File: config.mk
export PLATFORM = sky130hd
export DESIGN_NAME = config_mode_select_boot
export DESIGN_NICKNAME = d
export VERILOG_FILES = /design/src/pin_sync.v /design/src/config_mode_select_boot.v
export VERILOG_INCLUDE_DIRS = /design/src
export SDC_FILE = /design/constraint.sdc
export NUM_CORES = 1
export LEC_CHECK = 0
export ABC_CLOCK_PERIOD_IN_PS = 1800
export BUFFER_PORTS_ARGS = -buffer_cell sky130_fd_sc_hd__buf_4
export CAP_MARGIN = 20
export CORE_ASPECT_RATIO = 1.1
export CORE_UTILIZATION = 54
export CTS_CLUSTER_DIAMETER = 30
export DETAILED_ROUTE_END_ITERATION = 8
export HOLD_SLACK_MARGIN = 0.12
export PLACE_DENSITY = 0.83
export SETUP_SLACK_MARGIN = 0.02
export SYNTH_ARGS = -nofsm -noshare
export SYNTH_HDL_FRONTEND = slang
export SYNTH_HIERARCHICAL = 1
export SYNTH_SLANG_ARGS = --single-unit
File: constraint.sdc
create_clock -name sys_clk_i -period 1.8 [get_ports sys_clk_i]
set_clock_uncertainty 0.05 [all_clocks]
set_input_delay 0.45 -clock sys_clk_i [delete_from_list [all_inputs] [get_ports sys_clk_i]]
set_output_delay 0.45 -clock sys_clk_i [all_outputs]
set_load 0.03 [all_outputs]
File: src/boot_defines.vh
// constants of the boot-time configuration mode controller
`ifndef BOOT_DEFINES_VH
`define BOOT_DEFINES_VH
`define MODE_NONE 2'h0
`define MODE_OTP 2'h1
`define MODE_MASTER 2'h2
`define MODE_SLAVE 2'h3
`define ST_IDLE 3'h0
`define ST_SAMPLE 3'h1
`define ST_LOAD 3'h2
`define ST_WAKE 3'h3
`define ST_USER 3'h4
`define WAKE_CYCLES 6'h31
`define SLOW_DIV 4'h4
`define FAST_DIV 4'h1
`endif

File: src/pin_sync.v
// two flip-flop synchroniser for one asynchronous level
`timescale 1ns/100ps
module pin_sync #(
  parameter RESET_VAL = 1'b0
) (
  input wire sys_clk_i,
  input wire resetn_i,
  input wire d_i,
  output reg q_o
);
  reg meta_r;
  always @(posedge sys_clk_i or negedge resetn_i) begin
    if (!resetn_i) begin
      // reset to the pin's idle level so no false edge follows reset
      meta_r <= RESET_VAL;
      q_o <= RESET_VAL;
    end else begin
      meta_r <= d_i;
      q_o <= meta_r;
    end
  end
endmodule

File: src/config_mode_select_boot.v
// boot configuration controller: strap sampling, mode choice, done and wake-up
`timescale 1ns/100ps
`include "boot_defines.vh"
module config_mode_select_boot #(
  parameter HAS_OTP = 1'b1,
  parameter WAKE_COUNT = `WAKE_CYCLES
) (
  input wire sys_clk_i,
  input wire resetn_i,
  input wire supplies_ok_i,
  input wire config_reset_n_i,
  input wire strap_cs_i,
  output reg strap_cs_o,
  output reg strap_cs_oe_o,
  output reg strap_pullup_o,
  input wire otp_enabled_i,
  input wire otp_secured_i,
  output reg otp_load_o,
  input wire otp_load_done_i,
  input wire otp_read_req_i,
  output reg otp_read_allow_o,
  input wire prog_cmd_valid_i,
  output reg prog_cmd_accept_o,
  output reg flash_sck_o,
  input wire flash_load_done_i,
  input wire fast_osc_req_i,
  input wire host_sck_i,
  input wire slave_load_done_i,
  output reg [1:0] mode_o,
  output reg cfg_clk_o,
  output reg config_complete_flag_o,
  output reg config_complete_flag_oe_o,
  output reg user_io_pins_en_o
);
  // ************************************************
  // synchronisers for pins from outside the clock domain
  // ************************************************
  wire creset_s;
  wire strap_s;
  wire sck_s;
  wire pwr_s;
  // reset pin reads as asserted until two clocks have passed
  pin_sync #(
    .RESET_VAL(1'b0)
  ) u_sync_rst (
    .sys_clk_i(sys_clk_i),
    .resetn_i(resetn_i),
    .d_i(config_reset_n_i),
    .q_o(creset_s)
  );
  // strap idles high like its pull-up
  pin_sync #(
    .RESET_VAL(1'b1)
  ) u_sync_strap (
    .sys_clk_i(sys_clk_i),
    .resetn_i(resetn_i),
    .d_i(strap_cs_i),
    .q_o(strap_s)
  );
  // host clock idles low, matching the edge detector's reset value
  pin_sync #(
    .RESET_VAL(1'b0)
  ) u_sync_sck (
    .sys_clk_i(sys_clk_i),
    .resetn_i(resetn_i),
    .d_i(host_sck_i),
    .q_o(sck_s)
  );
  pin_sync #(
    .RESET_VAL(1'b0)
  ) u_sync_pwr (
    .sys_clk_i(sys_clk_i),
    .resetn_i(resetn_i),
    .d_i(supplies_ok_i),
    .q_o(pwr_s)
  );

  // ************************************************
  // state and local signals
  // ************************************************
  reg [2:0] state_r;
  reg [2:0] state_nxt;
  reg [1:0] mode_r;
  reg [1:0] mode_nxt;
  reg [5:0] wake_r;
  reg [3:0] div_r;
  reg fast_r;
  reg sck_q_r;
  reg sck_int_r;
  wire sck_rise;
  wire osc_tick;
  wire cfg_tick;
  wire [3:0] div_lim;
  wire run_ok;
  wire load_done;

  assign run_ok = creset_s & pwr_s;
  assign sck_rise = sck_s & ~sck_q_r;
  assign div_lim = fast_r ? `FAST_DIV : `SLOW_DIV;
  assign osc_tick = (div_r == div_lim - 4'h1);
  // one tick per full clock: host rising edges, or oscillator low-to-high toggles
  assign cfg_tick = (mode_r == `MODE_SLAVE) ? sck_rise : (osc_tick & ~sck_int_r);
  assign load_done = (mode_r == `MODE_OTP) ? otp_load_done_i :
                     (mode_r == `MODE_MASTER) ? flash_load_done_i :
                     (mode_r == `MODE_SLAVE) ? slave_load_done_i : 1'b0;

  // ************************************************
  // oscillator divider: toggling each half period keeps 50% duty
  // ************************************************
  always @(posedge sys_clk_i or negedge resetn_i) begin
    if (!resetn_i) begin
      div_r <= 4'h0;
      sck_int_r <= 1'b0;
      sck_q_r <= 1'b0;
      fast_r <= 1'b0;
    end else begin
      sck_q_r <= sck_s;
      if (!run_ok) begin
        fast_r <= 1'b0;
        div_r <= 4'h0;
        sck_int_r <= 1'b0;
      end else begin
        if (state_r == `ST_LOAD && fast_osc_req_i) begin
          fast_r <= 1'b1;
        end
        if (osc_tick) begin
          div_r <= 4'h0;
          sck_int_r <= ~sck_int_r;
        end else begin
          div_r <= div_r + 4'h1;
        end
      end
    end
  end

  // ************************************************
  // mode selection state machine
  // ************************************************
  always @* begin
    state_nxt = state_r;
    mode_nxt = mode_r;
    case (state_r)
      `ST_IDLE: begin
        if (run_ok) begin
          state_nxt = `ST_SAMPLE;
        end
      end
      `ST_SAMPLE: begin
        state_nxt = `ST_LOAD;
        if (!strap_s) begin
          mode_nxt = `MODE_SLAVE;
        end else if (HAS_OTP && otp_enabled_i) begin
          mode_nxt = `MODE_OTP;
        end else begin
          mode_nxt = `MODE_MASTER;
        end
      end
      `ST_LOAD: begin
        if (load_done) begin
          state_nxt = `ST_WAKE;
        end
      end
      `ST_WAKE: begin
        if (cfg_tick && wake_r == WAKE_COUNT - 6'd1) begin
          state_nxt = `ST_USER;
        end
      end
      `ST_USER: begin
        state_nxt = `ST_USER;
      end
      default: begin
        state_nxt = `ST_IDLE;
      end
    endcase
  end

  always @(posedge sys_clk_i or negedge resetn_i) begin
    if (!resetn_i) begin
      state_r <= `ST_IDLE;
      mode_r <= `MODE_NONE;
      wake_r <= 6'd0;
    end else if (!run_ok) begin
      // reset pin low returns everything to cold-boot state
      state_r <= `ST_IDLE;
      mode_r <= `MODE_NONE;
      wake_r <= 6'd0;
    end else begin
      state_r <= state_nxt;
      mode_r <= mode_nxt;
      if (state_r == `ST_WAKE && cfg_tick) begin
        wake_r <= wake_r + 6'd1;
      end else if (state_r != `ST_WAKE) begin
        wake_r <= 6'd0;
      end
    end
  end

  // ************************************************
  // registered outputs
  // ************************************************
  always @(posedge sys_clk_i or negedge resetn_i) begin
    if (!resetn_i) begin
      strap_cs_o <= 1'b1;
      strap_cs_oe_o <= 1'b0;
      strap_pullup_o <= 1'b1;
      otp_load_o <= 1'b0;
      otp_read_allow_o <= 1'b0;
      prog_cmd_accept_o <= 1'b0;
      flash_sck_o <= 1'b0;
      mode_o <= `MODE_NONE;
      cfg_clk_o <= 1'b0;
      config_complete_flag_o <= 1'b0;
      config_complete_flag_oe_o <= 1'b1;
      user_io_pins_en_o <= 1'b0;
    end else begin
      strap_pullup_o <= 1'b1;
      // master drives select low during load; otherwise it is an input
      strap_cs_oe_o <= (mode_r == `MODE_MASTER) && (state_r == `ST_LOAD);
      strap_cs_o <= ~((mode_r == `MODE_MASTER) && (state_r == `ST_LOAD));
      otp_load_o <= (mode_r == `MODE_OTP) && (state_r == `ST_LOAD);
      otp_read_allow_o <= otp_read_req_i && !otp_secured_i;
      // programming commands only in slave mode while unconfigured
      prog_cmd_accept_o <= prog_cmd_valid_i && (mode_r == `MODE_SLAVE) && (state_r == `ST_LOAD);
      flash_sck_o <= (mode_r == `MODE_MASTER) && (state_r == `ST_LOAD) && sck_int_r;
      cfg_clk_o <= (mode_r == `MODE_SLAVE) ? sck_s : sck_int_r;
      mode_o <= mode_r;
      // pull-down released once loading finishes
      config_complete_flag_o <= 1'b0;
      config_complete_flag_oe_o <= !(state_r == `ST_WAKE || state_r == `ST_USER);
      user_io_pins_en_o <= (state_r == `ST_USER);
    end
  end
endmodule

==> qor.csv <==
metric,value,unit
power,1.42,mW
die_w,52.7,um
yosys_warnings,6,
placed_area,1730,um^2
cts.htree.levels,2,
min_path_type,primary input to register,
tns,0,ps
worst-path-buf-inv,0,
numCtsBuffers,5,
p_leak,0.823,nW
die_height,57.8,um
clock-sinks,37,
setup_viol,0,
synth-seq-area-share,60.9,%
outcome,"complete, no violations",
critPathMaxFanout,9,
post-place-ws,246,ps
arrival,1790,ps
core_area,2590,um^2
cts_resized,0,
comb_power_share,6.1,%
cp_top_family,compound AO/OA/AOI/OAI gates,
nets,174,
die-area,3050,um^2
final_cells,189,
crit_chain,"nor3b_2, o2111ai_4, a21oi_1, mux2i_1",
swShare,23.9,%
final_util,69.5,%
cts_tree,yes,
dp.final_hpwl,2030,um
grt_pass1_vias,1109,
grt_usage,22.1,%
finalCriticalPeriod,1580,ps
drt_iter0_markers,12,
synth_edf_count,0,
slowest_delay,440,ps
wirelength,2700,um
path_class,register to register,
fmax,635,MHz
clk_transition_reported_paths,110,ps
vias,1045,
drc_errors,0,
cp-end-kind,register,
clk_latency,350,ps
ios,27,
finish.instance_area,1800,um^2
ir_worst_vdd,0.603,mV
nFillCells,193,
p_switching,0.339,mW
initial_utilization,59.0,%
syn_avg_cell_area,11.9,um^2
synth_ff_type,dfrtp_1,
ys_ff_latch,37,
post-route-period-util,87.5,%
drv_cap,0,
drt.antenna.violating_nets,0,
drive_gt1_share,27.8,%
gp_congestion,0.825,
ctsHoldBuffers,1,
register_area,931,um^2
antenna_found_initial,0,
placed_cells_incl_taps,180,
rsz0062_at_grt,false,
clockBufferDepth,2,
timing.hold.ws,150,ps
p_clk_share,32.6,%
drtPass1Iterations,4,
globalRoute.totalOverflow,0,
power.density,787,nW/um^2
post-cts-setup-buffers,0,
area_growth,17.9,%
ys_async_sr_fraction,100,%
finalMaxSlewViolations,0,
grt_pass1_wl,4660,um
cts_root_buf,clkbuf_4,
ys_types,36,
multi_input_area,554,um^2
netlist_area,1530,um^2
num_antenna_cells,0,
syn_nets,145,
worstPathRequired,2020,ps
p_seq_share,61.3,%
port_buffers,24,
internal_power,1.08,mW
rows,19,
wl_per_cell,14.3,um
viasPerCell,5.53,
cp_slowest_cell,dfrtp_1,
grt_start_max_net_pins,38,
hold_viol,0,
setup_slack,224,ps
start_kind,register,
syn_inst,128,
==> power by group through the flow <==
| stage | combinational, mW | clock [mW] | sequential [mW] |
|---|---|---|---|
| 2_1_floorplan | 0.0341 | 0 | 0.887 |
| 3_3_place_gp | 0.0818 | 0 | 0.883 |
| 3_5_place_dp | 0.0852 | 0 | 0.885 |
| 4_1_cts | 0.0872 | 0.476 | 0.869 |
| 5_1_grt | 0.0953 | 0.500 | 0.872 |
| 6_report | 0.0860 | 0.463 | 0.869 |
==> synthesized netlist by cell type, types with 2 or more instances <==
cell type  number  area share (%)
a21oi_1         7             2.3
a311oi_1        2             1.1
and3b_1         3             1.7
and4_1          2             1.1
buf_4           2            0.98
conb_1          2            0.49
dfrtp_1        33              54
dfstp_2         4             6.9
ha_1            3             2.5
inv_1           6             1.5
mux2_2          2             1.5
mux2i_1         4             2.6
nand2_1        10             2.5
nand2b_1        4             1.6
nand3_1         6             2.0
nor2_1         13             3.2
nor3b_1         4             2.0
o21ai_0         2            0.66
xnor2_1         2             1.1
==> worst paths after layout <==
| check | start | endpoint | slack, ps | cells past startpoint |
|---|---|---|---|---|
| min reg2reg | u_sync_pwr/meta_r$_DFF_PN0_ | u_sync_pwr/q_o$_DFF_PN0_ | 310 | 0 |
| min in group asynchronous | resetn_i | div_r[3]$_DFF_PN0_ | 520 | 2 |
| max | div_r[0]$_DFF_PN0_ | wake_r[5]$_DFFE_PN0P_ | 220 | 4 |
| min | strap_cs_i | u_sync_strap/meta_r$_DFF_PN1_ | 150 | 1 |
| max reg2reg | div_r[0]$_DFF_PN0_ | wake_r[5]$_DFFE_PN0P_ | 220 | 4 |
| max in group asynchronous | resetn_i | u_sync_strap/q_o$_DFF_PN1_ | 830 | 2 |
==> final cells by class <==
| cell class | instances | share of cell area (%) |
|---|---|---|
| well taps | 31 | 2.15 |
| clock inverters | 2 | 0.764 |
| clock buffers | 6 | 2.85 |
| inverters | 6 | 1.25 |
| repair buffers | 25 | 10.6 |
| multi-input cells | 82 | 30.8 |
| flip-flops and latches | 37 | 51.7 |
==> placed cells by master (no fill, tap or decap), types with 5 or more instances in the layout <==
cell type | synthesis | final
dfrtp_1 | 33 | 33
buf_4 | 2 | 24
nor2_1 | 13 | 13
nand2_1 | 10 | 10
a21oi_1 | 7 | 7
inv_1 | 6 | 6
nand3_1 | 6 | 6
clkbuf_4 | 0 | 5
==> logic make-up (layout without fill, tap and decap cells) <==
family	count (synthesis)	count (layout)	share of synthesized area, %
AOI/OAI and AO/OA	18	18	9.26
xor gates and xnor gates	3	3	1.72
adders and majority gates	3	3	2.46
buffers and inverters	9	39	2.78
DFF	37	37	60.9
muxes	6	6	4.10
other	2	2	0.492
and+or+nand+nor	50	50	18.3
==> layer usage <==
layer	GRT usage [%]	up-vias	wire (um)
li1	-	499	-
met1	20.9	511	978
met2	41.2	28	1530
met3	7.87	7	140
met4	9.77	0	55
met5	0	-	0
==> sequential cells by signal, summed over array words and instances, names as in the netlist, 2 cells and up <==
| signal | flops |
|---|---|
| div_r | 4 |
| mode_o | 2 |
| mode_r | 2 |
| state_r | 3 |
| wake_r | 6 |
Note: power is estimated with default switching activity, not from simulation.
